===== config.mk =====
export PLATFORM = sky130hd
export DESIGN_NAME = power_on_brownout_monitor
export DESIGN_NICKNAME = d
export VERILOG_FILES = /design/src/design/pwr_mon_pkg.sv /design/src/design/pwr_sync_2ff.sv /design/src/design/power_on_brownout_monitor.sv
export VERILOG_INCLUDE_DIRS = /design/src /design/src/design
export SDC_FILE = /design/constraint.sdc
export NUM_CORES = 1
export LEC_CHECK = 0
export ABC_AREA = 1
export BUFFER_PORTS_ARGS = -buffer_cell sky130_fd_sc_hd__buf_2
export CELL_PAD_IN_SITES_DETAIL_PLACEMENT = 0
export CELL_PAD_IN_SITES_GLOBAL_PLACEMENT = 1
export CORE_ASPECT_RATIO = 1.25
export CORE_MARGIN = 3
export CORE_UTILIZATION = 40
export DETAILED_ROUTE_END_ITERATION = 12
export GPL_ROUTABILITY_DRIVEN = 0
export MAX_ROUTING_LAYER = met4
export PLACE_DENSITY_LB_ADDON = 0.1
export SETUP_SLACK_MARGIN = 0.5
export SYNTH_ARGS = -nofsm -noshare
export SYNTH_HDL_FRONTEND = slang
export SYNTH_SLANG_ARGS = --single-unit

===== constraint.sdc =====
create_clock -name i_ref_clk -period 2.3 [get_ports i_ref_clk]
set_input_delay 0.23 -clock i_ref_clk [delete_from_list [all_inputs] [get_ports i_ref_clk]]
set_output_delay 0.23 -clock i_ref_clk [all_outputs]
set_load 0.005 [all_outputs]

===== src/design/pwr_mon_consts.svh =====
// register map, field positions and reset values of the power monitor
`ifndef PWR_MON_CONSTS_SVH
`define PWR_MON_CONSTS_SVH

// register indices; byte address on the bus is four times the index
`define PM_IDX_POWER_CONTROL   8'h87
`define PM_IDX_AUX_FUNCTION_1  8'ha2
`define PM_IDX_INT_ENABLE      8'hc0
`define PM_IDX_CONFIG_WORD_0   8'hc1
`define PM_IDX_IRQ_STATUS      8'hc2
`define PM_IDX_IRQ_MASK        8'hc3

// power_control_reg fields
`define PM_PC_POWER_ON_BIT     4
`define PM_PC_BROWNOUT_BIT     5
// aux_function_reg_1 fields
`define PM_AUX_BO_ENABLE_BIT   6
`define PM_AUX_BO_INTSEL_BIT   5
// interrupt_enable_register fields
`define PM_IE_GLOBAL_BIT       7
`define PM_IE_BROWNOUT_BIT     5
// config_word_0 fields
`define PM_CFG_LEVEL_LSB       3
`define PM_CFG_LEVEL_MSB       4

// reset values
`define PM_RST_POWER_CONTROL   8'h00
`define PM_RST_AUX_FUNCTION_1  8'h00
`define PM_RST_INT_ENABLE      8'h00
`define PM_RST_CONFIG_WORD_0   8'h10
`define PM_RST_IRQ             3'h0

// interrupt status bits
`define PM_EV_POWER_ON         0
`define PM_EV_BROWNOUT         1
`define PM_EV_BO_REQUEST       2

`endif


===== src/design/pwr_mon_pkg.sv =====
// types shared by the power monitor design
package pwr_mon_pkg;

  typedef enum logic [1:0] {
    LEVEL_HIGH,
    LEVEL_MID,
    LEVEL_LOW
  } bo_level_t;

  typedef enum {
    BUS_IDLE,
    BUS_ANSWER
  } bus_state_t;

  typedef struct packed {
    logic       read;
    logic       write;
    logic [7:0] index;
    logic       lane0;
    logic [7:0] wdata;
  } bus_req_t;

  typedef struct packed {
    logic bo_request;
    logic brownout;
    logic power_on;
  } irq_events_t;

endpackage : pwr_mon_pkg


===== src/design/pwr_sync_2ff.sv =====
// two-flop level synchroniser for asynchronous analog detector outputs
`timescale 1ns/1ps
`default_nettype none

module pwr_sync_2ff #(
  parameter int WIDTH = 1
) (
  input  wire logic             i_ref_clk,
  input  wire logic             i_rst_n,
  input  wire logic [WIDTH-1:0] i_async,
  output logic      [WIDTH-1:0] o_sync
);

  logic [WIDTH-1:0] meta_reg;
  logic [WIDTH-1:0] sync_reg;

  // ----------------------------------------------------------------
  // synchroniser stages
  // ----------------------------------------------------------------
  // the first stage feeds only the second; nothing else looks at it
  always_ff @(posedge i_ref_clk or negedge i_rst_n) begin
    if (!i_rst_n) begin
      meta_reg <= '0;
      sync_reg <= '0;
    end else begin
      meta_reg <= i_async;
      sync_reg <= meta_reg;
    end
  end

  assign o_sync = sync_reg;

endmodule // pwr_sync_2ff

`default_nettype wire


===== src/design/power_on_brownout_monitor.sv =====
// power-on and brownout monitor with its register block on avalon-mm
// Function
// - power-on detect sets power_on_flag, power_control bit 4, until software clears
// - level select 00 highest, 01 middle, 1x lowest; 1x after reset
// - detect indication holds while supply stays at or below selected level
// - detection acts only with brownout_enable set; it sets brownout_flag bit 5
// - brownout_flag raises reset or interrupt; only software clears it
// - interrupt_select chooses interrupt, gated by global and brownout enables
// - aux_function_reg_1 at a2h, enable bit 6, select bit 5, reset 0x00
`timescale 1ns/1ps
`default_nettype none
`include "pwr_mon_consts.svh"

module power_on_brownout_monitor
  import pwr_mon_pkg::*;
#(
  parameter int LEVELS = 3
) (
  input  wire logic              i_ref_clk,
  input  wire logic              i_rst_n,
  // analog detector outputs, asynchronous
  input  wire logic              i_power_on_detect,
  input  wire logic [LEVELS-1:0] i_brownout_cmp,
  // avalon-mm slave
  input  wire logic [9:0]        i_avs_address,
  input  wire logic              i_avs_read,
  input  wire logic              i_avs_write,
  input  wire logic [31:0]       i_avs_writedata,
  input  wire logic [3:0]        i_avs_byteenable,
  output logic      [31:0]       o_avs_readdata,
  output logic                   o_avs_waitrequest,
  // system side
  output logic                   o_brownout_detect,
  output logic                   o_brownout_reset,
  output logic                   o_brownout_irq,
  output logic                   o_irq
);

  // ----------------------------------------------------------------
  // register index decode
  // ----------------------------------------------------------------
  function automatic logic is_mapped(input logic [7:0] idx);
    is_mapped = (idx == `PM_IDX_POWER_CONTROL)  || (idx == `PM_IDX_AUX_FUNCTION_1) ||
                (idx == `PM_IDX_INT_ENABLE)     || (idx == `PM_IDX_CONFIG_WORD_0)  ||
                (idx == `PM_IDX_IRQ_STATUS)     || (idx == `PM_IDX_IRQ_MASK);
  endfunction

  // ----------------------------------------------------------------
  // synchronisers
  // ----------------------------------------------------------------
  logic [LEVELS:0] async_in;
  logic [LEVELS:0] sync_in;

  assign async_in = {i_power_on_detect, i_brownout_cmp};

  pwr_sync_2ff #(
    .WIDTH (LEVELS + 1)
  ) u_sync (
    .i_ref_clk (i_ref_clk),
    .i_rst_n   (i_rst_n),
    .i_async   (async_in),
    .o_sync    (sync_in)
  );

  logic [LEVELS-1:0] cmp_sync;
  logic              por_sync;

  assign cmp_sync = sync_in[LEVELS-1:0];
  assign por_sync = sync_in[LEVELS];

  // ----------------------------------------------------------------
  // bus request and handshake
  // ----------------------------------------------------------------
  // every access is answered on the cycle after it is seen, so
  // waitrequest can come straight from a flop
  bus_req_t   req;
  bus_state_t bus_state_reg;
  bus_state_t bus_state_next;
  logic       wait_reg;
  logic       wait_next;
  logic       accept;
  logic       wr_hit;
  logic       req_new;

  assign req.read  = i_avs_read;
  assign req.write = i_avs_write;
  assign req.index = i_avs_address[9:2];
  assign req.lane0 = i_avs_byteenable[0];
  assign req.wdata = i_avs_writedata[7:0];

  assign req_new   = (req.read || req.write) && (bus_state_reg == BUS_IDLE);
  assign accept    = (req.read || req.write) && (bus_state_reg == BUS_ANSWER);
  assign wr_hit    = accept && req.write && req.lane0 && is_mapped(req.index);
  assign wait_next = (bus_state_next != BUS_ANSWER);

  // a request held past its answer is taken again as a new one: the answer cycle
  // always returns to idle, so the next request gets its own wait cycle
  always_comb begin
    case (bus_state_reg)
      BUS_IDLE: begin
        bus_state_next = req_new ? BUS_ANSWER : BUS_IDLE;
      end
      BUS_ANSWER: begin
        bus_state_next = BUS_IDLE;
      end
      default: begin
        bus_state_next = BUS_IDLE;
      end
    endcase
  end

  always_ff @(posedge i_ref_clk or negedge i_rst_n) begin
    if (!i_rst_n) begin
      bus_state_reg <= BUS_IDLE;
      wait_reg      <= 1'b1;
    end else begin
      bus_state_reg <= bus_state_next;
      wait_reg      <= wait_next;
    end
  end

  // per-register write strobes
  logic wr_pc;
  logic wr_aux;
  logic wr_ie;
  logic wr_cfg;
  logic wr_sts;
  logic wr_msk;

  assign wr_pc  = wr_hit && (req.index == `PM_IDX_POWER_CONTROL);
  assign wr_aux = wr_hit && (req.index == `PM_IDX_AUX_FUNCTION_1);
  assign wr_ie  = wr_hit && (req.index == `PM_IDX_INT_ENABLE);
  assign wr_cfg = wr_hit && (req.index == `PM_IDX_CONFIG_WORD_0);
  assign wr_sts = wr_hit && (req.index == `PM_IDX_IRQ_STATUS);
  assign wr_msk = wr_hit && (req.index == `PM_IDX_IRQ_MASK);

  // ----------------------------------------------------------------
  // configuration registers
  // ----------------------------------------------------------------
  logic [7:0] aux_reg;
  logic [7:0] aux_next;
  logic [7:0] ie_reg;
  logic [7:0] ie_next;
  logic [7:0] cfg_reg;
  logic [7:0] cfg_next;

  // the enable bit powers up undefined in silicon; here it resets to zero
  assign aux_next = wr_aux ? req.wdata : aux_reg;
  assign ie_next  = wr_ie  ? req.wdata : ie_reg;
  assign cfg_next = wr_cfg ? req.wdata : cfg_reg;

  always_ff @(posedge i_ref_clk or negedge i_rst_n) begin
    if (!i_rst_n) begin
      aux_reg <= `PM_RST_AUX_FUNCTION_1;
      ie_reg  <= `PM_RST_INT_ENABLE;
      cfg_reg <= `PM_RST_CONFIG_WORD_0;
    end else begin
      aux_reg <= aux_next;
      ie_reg  <= ie_next;
      cfg_reg <= cfg_next;
    end
  end

  logic bo_enable;
  logic bo_int_select;
  logic global_int_en;
  logic bo_int_en;

  assign bo_enable     = aux_reg[`PM_AUX_BO_ENABLE_BIT];
  assign bo_int_select = aux_reg[`PM_AUX_BO_INTSEL_BIT];
  assign global_int_en = ie_reg[`PM_IE_GLOBAL_BIT];
  assign bo_int_en     = ie_reg[`PM_IE_BROWNOUT_BIT];

  // ----------------------------------------------------------------
  // trip level selection and detection
  // ----------------------------------------------------------------
  bo_level_t level_sel;
  logic      detect_level;
  logic      detect_reg;
  logic      detect_prev_reg;
  logic      active;
  logic      active_rise;

  // both 1x codes fall on the lowest level
  assign level_sel    = cfg_reg[`PM_CFG_LEVEL_MSB] ? LEVEL_LOW :
                        (cfg_reg[`PM_CFG_LEVEL_LSB] ? LEVEL_MID : LEVEL_HIGH);
  assign detect_level = cmp_sync[level_sel];
  assign active       = detect_reg && bo_enable;
  assign active_rise  = active && !detect_prev_reg;

  // detect_prev tracks the gated level so enabling during a dip counts once
  always_ff @(posedge i_ref_clk or negedge i_rst_n) begin
    if (!i_rst_n) begin
      detect_reg      <= 1'b0;
      detect_prev_reg <= 1'b0;
    end else begin
      detect_reg      <= detect_level;
      detect_prev_reg <= active;
    end
  end

  // ----------------------------------------------------------------
  // power control flags
  // ----------------------------------------------------------------
  logic [7:0] pc_reg;
  logic [7:0] pc_next;
  logic       por_prev_reg;
  logic       por_rise;
  logic       pof_clr;
  logic       bof_clr;
  logic       pof_next;
  logic       bof_next;
  logic [7:0] pc_plain;

  assign por_rise = por_sync && !por_prev_reg;
  // a flag is cleared by writing zero to it; a new event the same cycle wins
  assign pof_clr  = wr_pc && !req.wdata[`PM_PC_POWER_ON_BIT];
  assign bof_clr  = wr_pc && !req.wdata[`PM_PC_BROWNOUT_BIT];
  assign pof_next = por_rise || (pc_reg[`PM_PC_POWER_ON_BIT] && !pof_clr);
  assign bof_next = active   || (pc_reg[`PM_PC_BROWNOUT_BIT] && !bof_clr);
  assign pc_plain = wr_pc ? req.wdata : pc_reg;

  always_comb begin
    pc_next = pc_plain;
    pc_next[`PM_PC_POWER_ON_BIT] = pof_next;
    pc_next[`PM_PC_BROWNOUT_BIT] = bof_next;
  end

  always_ff @(posedge i_ref_clk or negedge i_rst_n) begin
    if (!i_rst_n) begin
      pc_reg       <= `PM_RST_POWER_CONTROL;
      por_prev_reg <= 1'b0;
    end else begin
      pc_reg       <= pc_next;
      por_prev_reg <= por_sync;
    end
  end

  logic bo_flag;

  assign bo_flag = pc_reg[`PM_PC_BROWNOUT_BIT];

  // ----------------------------------------------------------------
  // brownout action
  // ----------------------------------------------------------------
  logic rst_req_next;
  logic irq_req_next;
  logic bo_req_rise;
  logic bo_irq_reg;

  // limitation: the reset request ends when software clears the flag
  assign rst_req_next = bo_flag && !bo_int_select;
  assign irq_req_next = bo_flag && bo_int_select && global_int_en && bo_int_en;
  assign bo_req_rise  = irq_req_next && !bo_irq_reg;

  // ----------------------------------------------------------------
  // interrupt status and mask
  // ----------------------------------------------------------------
  irq_events_t ev;
  logic [2:0]  sts_reg;
  logic [2:0]  sts_next;
  logic [2:0]  msk_reg;
  logic [2:0]  msk_next;
  logic [2:0]  sts_clr;

  assign ev.power_on   = por_rise;
  assign ev.brownout   = active_rise;
  assign ev.bo_request = bo_req_rise;
  assign sts_clr  = wr_sts ? req.wdata[2:0] : 3'h0;
  // per bit: a new event wins over a write-one-to-clear in the same cycle
  for (genvar g = 0; g < 3; g++) begin : g_sts
    assign sts_next[g] = ev[g] || (sts_reg[g] && !sts_clr[g]);
  end
  assign msk_next = wr_msk ? req.wdata[2:0] : msk_reg;

  always_ff @(posedge i_ref_clk or negedge i_rst_n) begin
    if (!i_rst_n) begin
      sts_reg <= `PM_RST_IRQ;
      msk_reg <= `PM_RST_IRQ;
    end else begin
      sts_reg <= sts_next;
      msk_reg <= msk_next;
    end
  end

  // ----------------------------------------------------------------
  // read data
  // ----------------------------------------------------------------
  logic [7:0]  rd_byte;
  logic        rd_take;
  logic [31:0] rdata_reg;
  logic [31:0] rdata_next;

  assign rd_byte =
    (req.index == `PM_IDX_POWER_CONTROL)  ? pc_reg  :
    (req.index == `PM_IDX_AUX_FUNCTION_1) ? aux_reg :
    (req.index == `PM_IDX_INT_ENABLE)     ? ie_reg  :
    (req.index == `PM_IDX_CONFIG_WORD_0)  ? cfg_reg :
    (req.index == `PM_IDX_IRQ_STATUS)     ? {5'h00, sts_reg} :
    (req.index == `PM_IDX_IRQ_MASK)       ? {5'h00, msk_reg} : 8'h00;

  // captured as the request is first seen and dropped after its answer
  // cycle, so the bus shows zero whenever waitrequest is high
  assign rd_take    = req.read && req_new && is_mapped(req.index);
  assign rdata_next = rd_take ? {24'h000000, rd_byte} : 32'h00000000;

  always_ff @(posedge i_ref_clk or negedge i_rst_n) begin
    if (!i_rst_n) begin
      rdata_reg <= 32'h00000000;
    end else begin
      rdata_reg <= rdata_next;
    end
  end

  // ----------------------------------------------------------------
  // output flops
  // ----------------------------------------------------------------
  logic det_out_reg;
  logic bo_rst_reg;
  logic irq_reg;

  always_ff @(posedge i_ref_clk or negedge i_rst_n) begin
    if (!i_rst_n) begin
      det_out_reg <= 1'b0;
      bo_rst_reg  <= 1'b0;
      bo_irq_reg  <= 1'b0;
      irq_reg     <= 1'b0;
    end else begin
      det_out_reg <= detect_reg;
      bo_rst_reg  <= rst_req_next;
      bo_irq_reg  <= irq_req_next;
      irq_reg     <= |(sts_next & msk_next);
    end
  end

  assign o_avs_readdata    = rdata_reg;
  assign o_avs_waitrequest = wait_reg;
  assign o_brownout_detect = det_out_reg;
  assign o_brownout_reset  = bo_rst_reg;
  assign o_brownout_irq    = bo_irq_reg;
  assign o_irq             = irq_reg;

endmodule // power_on_brownout_monitor

`default_nettype wire


==> impl_metrics.tcl, run 1 <==
set metrics [dict create \
    multi_input_area_sq_um 1050 \
    antenna_found_initial 0 \
    io_pins 91 \
    hold_start "i_avs_write" \
    hp-class "primary input to flop" \
    cts-root-buf "clkbuf_8" \
    hold_path_end "o_avs_waitrequest" \
    drc_errors 0 \
    max_freq_mhz 665 \
    synth.ff_latch_count 63 \
    start_util 0.414 \
    synth-async-reset-ratio 1.00 \
    synth_adder_area_share 0 \
    cts.clk_slew.worst_paths_ps 70 \
    via_count 2112 \
    synth_largest_area_cell "dfrtp_1" \
    portBuffers 37 \
    worst_pin_slew_ps 663 \
    hpwl_microns 4530 \
    max_stage_delay_ps 390 \
    finalMaxSlewViolations 0 \
    yosys-mux-area-fraction 0 \
    fin_worst_skew_ps 9.36 \
    drt_iter0_drc 68 \
    grt_overflow 0 \
    peakVddDrop_mv 0.399 \
    diodes 0 \
    dieHeight_microns 101 \
    rrSetupSlack_ps 800 \
    antenna_left 0 \
    total_power_mw 2.18 \
    status "finished, final reports clean" \
    setup_viol 0 \
    viasPerCell 4.61 \
    yosysMostFrequentCell "nand2_1" \
    synth.distinct_cells 30 \
    p_leak_nw 1.74 \
    fillers 712 \
    place_area_sq_um 3110 \
    cts_tree "built" \
    numCtsBuffers 9 \
    synth_xor_area_frac 0 \
    nets 417 \
    synth_area_sq_um 2900 \
    grt_usage 0.165 \
    cts.path.max_buffers 2 \
    slew_headroom 0.558 \
    yosysWarnings 0 \
    synthToLayoutAreaGrowth_pct 15.7 \
    rsz0062_at_grt "false" \
    fp.dieArea_sq_um 8320 \
    syn_avg_cell_area_sq_um 9.27 \
    min_period_over_period 0.654 \
    synth-simple-area-share 0.204 \
    postCtsSetupBuffers 0 \
    syn_inst 313 \
    num_rows 34 \
    power.density_nw_per_um2 649 \
    start_kind "flop" \
    drv_cap 0 \
    design_area_sq_um 3360 \
    finalSetupTns_ps 0 \
    worstRegToRegCells 5 \
    core-area_sq_um 7020 \
    rr_endpoint "ie_reg[2]" \
    synth_top_area_frac 0.526 \
    clk_latency_ps 340 \
    hold_viol 0 \
    critPathArrivalTime_ps 1730 \
    synth_top_family_by_area "simple AND/OR/NAND/NOR gates" \
    r2r-start "bus_state_reg[0]" \
    ys_top_cells_by_area "dfrtp_1 (53%), nand2_1 (9.7%), buf_4 (6.5%)" \
    dominantRegCellSynth "dfrtp_1" \
    grt_pass1_wl_microns 9860 \
    end_kind "flop" \
    synth_common_cells "nand2_1 (75), dfrtp_1 (61), inv_1 (36), o21ai_0 (26), buf_4 (25)" \
    synth_compound_area_frac 0.126 \
    timing.final.crit_period_ps 1500 \
    first_global_vias 2106 \
    routed_wl_microns 6120 \
    critPathSlowestCell "and3_1" \
    cts_sinks 63 \
    final_cell_count_no_fill 458 \
    critical_path_class "flop to flop" \
    wl_per_cell_microns 13.4 \
    critPathRequiredTime_ps 2520 \
    crit_chain "and3_1, nand2_4, nor2_8, nand2_1, o21a_1" \
    critPathLaunch "bus_state_reg[0]" \
    cp_max_fo 16 \
    htreeDepth 3 \
    grt_max_degree 29 \
    regArea_sq_um 1580 \
    drive_above_1_share 0.217 \
    synth_edf_count 0 \
    drtPass1Iterations 4 \
    die_w_microns 82.2 \
    hold_ws_ps 90.5 \
    hold_depth 2 \
    place_inst 437 \
    synth_seq_area_share 0.544 \
]
cells by family after synthesis:
family                 count (synthesis)
other                                  1
buffers and inverters                 67
flip-flops                            63
AO/OA/AOI/OAI                         65
AND/OR/NAND/NOR                      117
power by group:
part	total, mW	switching, mW	internal, mW	leakage, nW
clock network	0.942	0.419	0.523	0.0981
logic	0.110	0.0744	0.0354	0.899
registers	1.13	0.00458	1.12	0.747
total	2.18	0.498	1.68	1.74
worst max path at each step:
stage	endpoint	slack (ps)	depth (start not counted)
after global placement	aux_reg[0]	330	9
final	ie_reg[2]	800	5
after floorplan	cfg_reg[1]	840	9
after global routing	ie_reg[1]	590	10
after CTS	aux_reg[2]	670	9
after detailed placement	aux_reg[1]	300	9
cell type report:
type                       instances  share of cell area
sequential                        63               0.470
multi-input combinational        206               0.314
timing repair buffer              46              0.0827
inverter                          37              0.0413
clock buffer                      10              0.0410
tap                               90              0.0335
clock inverter                     6              0.0179
cells in the final DEF, fill, tap and decap left out, types with 2 or more instances in the layout:
| master | Yosys | final |
|---|---|---|
| a21oi_1 | 13 | 13 |
| dfrtp_1 | 61 | 61 |
| nor2_8 | 3 | 3 |
| o21ai_1 | 10 | 10 |
| o221ai_1 | 4 | 4 |
| nand2_1 | 75 | 75 |
| a31oi_1 | 3 | 3 |
| nand2_2 | 2 | 2 |
| nor2_1 | 13 | 13 |
| o21a_1 | 5 | 5 |
| inv_1 | 36 | 36 |
| nand3_1 | 5 | 5 |
| buf_2 | 1 | 37 |
| nor2_2 | 7 | 6 |
| o21ai_0 | 26 | 26 |
| buf_4 | 25 | 3 |
| conb_1 | 1 | 24 |
| clkbuf_8 | 0 | 10 |
| clkinvlp_4 | 0 | 2 |
| o211ai_1 | 3 | 3 |
| dfstp_2 | 2 | 2 |
| dlygate4sd3_1 | 0 | 5 |
| clkinv_2 | 0 | 3 |
| nor2_4 | 3 | 4 |
| nand3_4 | 2 | 2 |
| nand4_1 | 3 | 3 |
critical path, delay by kind of cell, from the launching register on:
| family | cells | cell delay (ps) |
|---|---|---|
| AO/OA/AOI/OAI | 1 | 110 |
| AND/OR/NAND/NOR | 4 | 920 |
| flip-flops | 1 | 350 |
stage by stage:
stage	utilization	setup slack, ps
global placement	0.443	331
CTS	0.478	672
global route	0.479	593
detailed placement	0.443	300
floorplan	-	843
finish	0.479	796
metal layers:
metal / GRT usage / vias to the layer above / share of wire
met3: 0.0329 / 17 / 0.034
met4: 0.0831 / 0 / 0.028
met1: 0.197 / 996 / 0.42
met2: 0.261 / 40 / 0.52
li1: - / 1059 / -
met5: - / - / 0
timing repair:
action                                  CTS  global route
hold endpoints to repair                 30             0
gates resized for setup                   0             1
hold buffers                              5             0
endpoints found under the setup margin    0             7
Note: power is estimated with default switching activity, not from simulation.
==> run 2, diff against run 1 <==
Settings changed: ABC_AREA 1 to 0, CORE_UTILIZATION 40 to 39.
Clock period 2.3 ns to 1.49 ns, I/O delays scaled along.
==> run 2 against run 1 <==
Against the previous run:
- sequential power up 58%
- critical path depth down 1
- sequential cell count unchanged
- largest cell class unchanged
- combinational power up 140%
- die area down 1.4%
- sequential share of layout area down 6.3 points
- clock power up 71%
- via count down 10%
==> impl_metrics.tcl, run 2 <==
set metrics [dict create \
    min_period_over_period 0.954 \
    start_util 0.414 \
    crit_path_end "ie_reg[0]" \
    critical_path_class "flop to flop" \
    cts.path.max_buffers 2 \
    clk_latency_ps 330 \
    grt_max_degree 64 \
    critPathSlowestCell "dfrtp_1" \
    routed_wl_microns 6030 \
    cts.clk_slew.worst_paths_ps 70 \
    cp_num_cells 4 \
    cp_max_fo 8 \
    place_area_sq_um 3210 \
    synth_adder_area_share 0 \
    power.density_nw_per_um2 940 \
    synth_seq_area_share 0.567 \
    fp.dieArea_sq_um 8200 \
    drt_iter0_drc 64 \
    wl_per_cell_microns 15.1 \
    diodes 0 \
    syn_inst 231 \
    grt_pass1_wl_microns 9850 \
    fin_util 0.576 \
    hold_depth 3 \
    design_area_sq_um 3870 \
    max_stage_delay_ps 370 \
    crit_chain "and3_4, nor3b_4, buf_12, mux2_4" \
    synth_area_sq_um 2790 \
    cp_num_buf_inv 1 \
    ys_top_cells_by_area "dfrtp_1 (55%), mux2_2 (10%), buf_4 (6.5%)" \
    viasPerCell 4.75 \
    critPathLaunch "bus_state_reg[0]" \
    finalMaxSlewViolations 0 \
    fin_worst_skew_ps 6.04 \
    via_count 1896 \
    yosysWarnings 0 \
    final_cell_count_no_fill 399 \
    synth_edf_count 0 \
    drv_cap 0 \
    critPathArrivalTime_ps 1640 \
    worstRegToRegCells 4 \
    htreeDepth 3 \
    rsz0062_at_grt "true" \
    yosys-mux-area-fraction 0.141 \
    num_rows 33 \
    start_kind "flop" \
    synth-async-reset-ratio 1.00 \
    end_kind "flop" \
    portBuffers 37 \
    core-area_sq_um 6730 \
    status "finished, final reports clean" \
    synth.ff_latch_count 63 \
    cts-root-buf "clkbuf_8" \
    hold_viol 0 \
    drtPass1Iterations 4 \
    synth_compound_area_frac 0.0584 \
    peakVddDrop_mv 0.673 \
    hold_ws_ps 61.3 \
    synthToLayoutAreaGrowth_pct 39.1 \
    setup_slack_ps 69.3 \
    dominantRegCellSynth "dfrtp_1" \
    syn_avg_cell_area_sq_um 12.1 \
    place_inst 372 \
    nets 362 \
    hpwl_microns 4040 \
    max_freq_mhz 704 \
    cts_tree "built" \
    finalSetupTns_ps 0 \
    mostFrequentLayoutCells "dfrtp_1 (61), buf_2 (34), conb_1 (24), buf_4 (19), mux2_4 (17)" \
    grt_overflow 0 \
    dieHeight_microns 101 \
    rr_endpoint "ie_reg[0]" \
    critical_path.top_delay_family "simple AND/OR/NAND/NOR gates" \
    synth.distinct_cells 41 \
    cts_sinks 63 \
    hold_start "i_avs_writedata[3]" \
    rrSetupSlack_ps 70 \
    critPathRequiredTime_ps 1710 \
    synth_top_area_frac 0.548 \
    total_power_mw 3.64 \
    antenna_found_initial 0 \
    drc_errors 0 \
    timing.final.crit_period_ps 1420 \
    drive_above_1_share 0.510 \
    grt_usage 0.168 \
    synth_top_family_by_area "simple AND/OR/NAND/NOR gates" \
    post-place-ws_ps -93.8 \
    yosysMostFrequentCell "dfrtp_1" \
    p_leak_nw 1.92 \
    io_pins 91 \
    setup_viol 0 \
    first_global_vias 1950 \
    r2r-start "bus_state_reg[0]" \
    synth-simple-area-share 0.149 \
    synth_common_cells "dfrtp_1 (61), nand2_1 (27), mux2_2 (25), buf_4 (24), nor2_1 (17)" \
    antenna_left 0 \
    hp-class "primary input to flop" \
    numCtsBuffers 9 \
    synth_xor_area_frac 0 \
    synth_largest_area_cell "dfrtp_1" \
    layout_commonest_cell "dfrtp_1" \
    die_w_microns 81.6 \
]
## run 2: changes by cell type after synthesis, moves of 6 or more
cell,delta
a221oi_1,+8
inv_1,-29
mux2_2,+25
nand2_1,-48
nor2_2,-6
o21ai_1,-10
mux2i_1,+11
a21oi_1,-11
o21ai_0,-19
## run 2: final cells by class
class                   count  area, sq um
clock inverters             3         67.6
well taps                  87          109
inverters                   7         26.3
fillers                   574         2860
flip-flops and latches     63         1580
multi-input cells         155         1390
repair buffers             72          558
clock buffers              12          145
## run 2: cells by family (layout without fill, tap and decap cells)
| logic type | count (synthesis) | after routing |
|---|---|---|
| flops | 63 | 63 |
| other cells | 1 | 24 |
| simple gates | 72 | 72 |
| mux | 36 | 36 |
| buf+inv | 36 | 94 |
| compound gates | 23 | 23 |
## run 2: worst min-delay path by stage
stage | slack [ps] | end
finish | 60 | pc_reg[3]
global route | 70 | pc_reg[3]
CTS | 50 | pc_reg[7]
detailed placement | 190 | bus_state_reg[0]
global placement | 190 | bus_state_reg[0]
floorplan | -150 | aux_reg[0]
## run 2: worst min-delay path: cells and delay by family
family | cells | cell delay, ps
buffers and inverters | 1 | 120
and+or+nand+nor | 2 | 90
## run 2: report_power, final
part	internal, mW	switching (mW)
combinational	0.116	0.142
sequential	1.75	0.0222
clock	0.980	0.627
## run 2: per-layer routing
layer | wire [microns] | track usage | up-vias
li1 | - | - | 908
met1 | 2620 | 0.217 | 935
met2 | 3050 | 0.253 | 44
met3 | 229 | 0.0331 | 9
met4 | 127 | 0.0806 | 0
met5 | 0 | - | -
## run 2: timing repair
action	in CTS	in global routing
hold buffers	5	0
pin swaps	18	9
endpoints found under the hold margin	65	0
setup endpoints to repair	49	56
gates resized for setup	58	23
setup buffers	4	3
==> run 3, diff against run 2 <==
Settings changed: CORE_UTILIZATION 39 to 42.
Clock period 1.49 ns to 1.8 ns, I/O delays scaled along.
==> run 3 against run 2 <==
Against the previous run:
- total power decreased by 22%
- routed wire length is 0.20% lower
- sequential cell count stayed put
- critical path depth is the same
- cell count decreased by 2.3%
- largest power group unchanged
==> impl_metrics.tcl, run 3 (synthesis gave the netlist of run 2 again) <==
set metrics [dict create \
    nets 354 \
    status "finished, final reports clean" \
    grt_overflow 0 \
    drt_iter0_drc 57 \
    die_w_microns 78.9 \
    max_freq_mhz 716 \
    cts.path.max_buffers 2 \
    htreeDepth 3 \
    critical_path_class "flop to flop" \
    timing.final.crit_period_ps 1400 \
    cts.clk_slew.worst_paths_ps 70 \
    drv_cap 0 \
    antenna_found_initial 0 \
    multi_input_area_sq_um 1230 \
    critPathArrivalTime_ps 1610 \
    place_inst 362 \
    peakVddDrop_mv 0.681 \
    hpwl_microns 3960 \
    setup_viol 0 \
    fin_worst_skew_ps 8.61 \
    grt_usage 0.168 \
    hold_viol 0 \
    grt_pass1_wl_microns 9420 \
    finalSetupTns_ps 0 \
    end_kind "flop" \
    drc_errors 0 \
    layout_commonest_cell "dfrtp_1" \
    cts_sinks 63 \
    cts-root-buf "clkbuf_8" \
    routed_wl_microns 6010 \
    design_area_sq_um 3580 \
    portBuffers 37 \
    p_leak_nw 1.81 \
    drtPass1Iterations 4 \
    viasPerCell 4.82 \
    start_kind "flop" \
    first_global_vias 1886 \
    grt_max_degree 64 \
    antenna_left 0 \
    cp_max_fo 5 \
    regArea_sq_um 1580 \
    place_area_sq_um 3090 \
    dieHeight_microns 97.1 \
    synthToLayoutAreaGrowth_pct 28.3 \
    power.density_nw_per_um2 793 \
    hp-class "primary input to flop" \
    rsz0062_at_grt "true" \
    finalMaxSlewViolations 0 \
    num_rows 32 \
    final_cell_count_no_fill 390 \
    mostFrequentLayoutCells "dfrtp_1 (61), buf_2 (37), conb_1 (24), nand2_1 (22), mux2_4 (17)" \
    io_pins 91 \
    via_count 1879 \
    wl_per_cell_microns 15.4 \
    core-area_sq_um 6290 \
    min_period_over_period 0.775 \
    cts_tree "built" \
    fp.dieArea_sq_um 7650 \
    start_util 0.443 \
    numCtsBuffers 9 \
    fillers 548 \
    clk_latency_ps 330 \
    drive_above_1_share 0.430 \
    diodes 0 \
    post-place-ws_ps 97.4 \
    critPathRequiredTime_ps 2020 \
    setup_slack_ps 404 \
]
run 3: cell types whose count changed in the layout (fill, tap and decap cells not counted), moves of 2 or more:
cell | before | now
a221oi_1 | 0 | 7
a221oi_2 | 5 | 1
a221oi_4 | 3 | 0
buf_12 | 3 | 1
buf_2 | 34 | 37
buf_4 | 19 | 13
buf_8 | 3 | 0
clkinv_2 | 0 | 3
nand2_1 | 16 | 22
nand2_2 | 8 | 4
o21ai_0 | 1 | 4
o21ai_2 | 6 | 2
run 3: timing repair:
| item | 4_1_cts | 5_1_grt |
|---|---|---|
| hold buffers | 5 | 0 |
| pin swaps | 4 | 8 |
| hold endpoints to repair | 65 | 0 |
| setup endpoints to repair | 39 | 44 |
| gates resized for setup | 19 | 31 |
| setup buffers | 1 | 6 |
run 3: area by class of cell:
type                       count  share of cell area
sequential                    63               0.442
clock buffer                  10              0.0357
multi-input combinational    155               0.345
timing repair buffer          64               0.124
tap                           85              0.0297
inverter                       7             0.00735
clock inverter                 6              0.0171
run 3: worst max-delay path, cell delays in order, from the launching register on:
cell	delay (ps)
dfrtp_1	350
and3_4	230
nor3b_4	230
buf_6	170
mux2_4	300
run 3: report_power, final:
group          switching (mW)  leakage (nW)  internal, mW
Sequential             0.0157         0.818          1.45
Clock                   0.540        0.0960         0.634
Combinational           0.111         0.898        0.0826
run 3: worst paths after layout:
kind,from,end,slack (ps),cells after the start
setup / recovery,bus_state_reg[0],ie_reg[3],400,4
hold / removal,i_avs_writedata[3],pc_reg[3],90,3
setup reg to reg,bus_state_reg[0],ie_reg[3],400,4
hold reg to reg,u_sync.meta_reg[2],u_sync.o_sync[2],350,0
max in group asynchronous,i_rst_n,cfg_reg[4],1080,3
min in group asynchronous,i_rst_n,o_brownout_irq,360,3
run 3: metal layers:
layer | global-route usage | vias to the layer above | part of all wire
met3 | 0.0399 | 6 | 0.045
met1 | 0.201 | 942 | 0.44
li1 | - | 890 | -
met2 | 0.272 | 41 | 0.50
met5 | - | - | 0
met4 | 0.0701 | 0 | 0.017
run 3: per-stage QoR:
step / hold slack, ps / util / power (mW)
6_report: 94.1 / 0.569 / 2.84
5_1_grt: 89.8 / 0.569 / 2.96
4_1_cts: 74.0 / 0.542 / 2.86
3_5_place_dp: 211 / 0.492 / 1.66
3_3_place_gp: 214 / 0.492 / 1.65
2_1_floorplan: -116 / - / 1.60
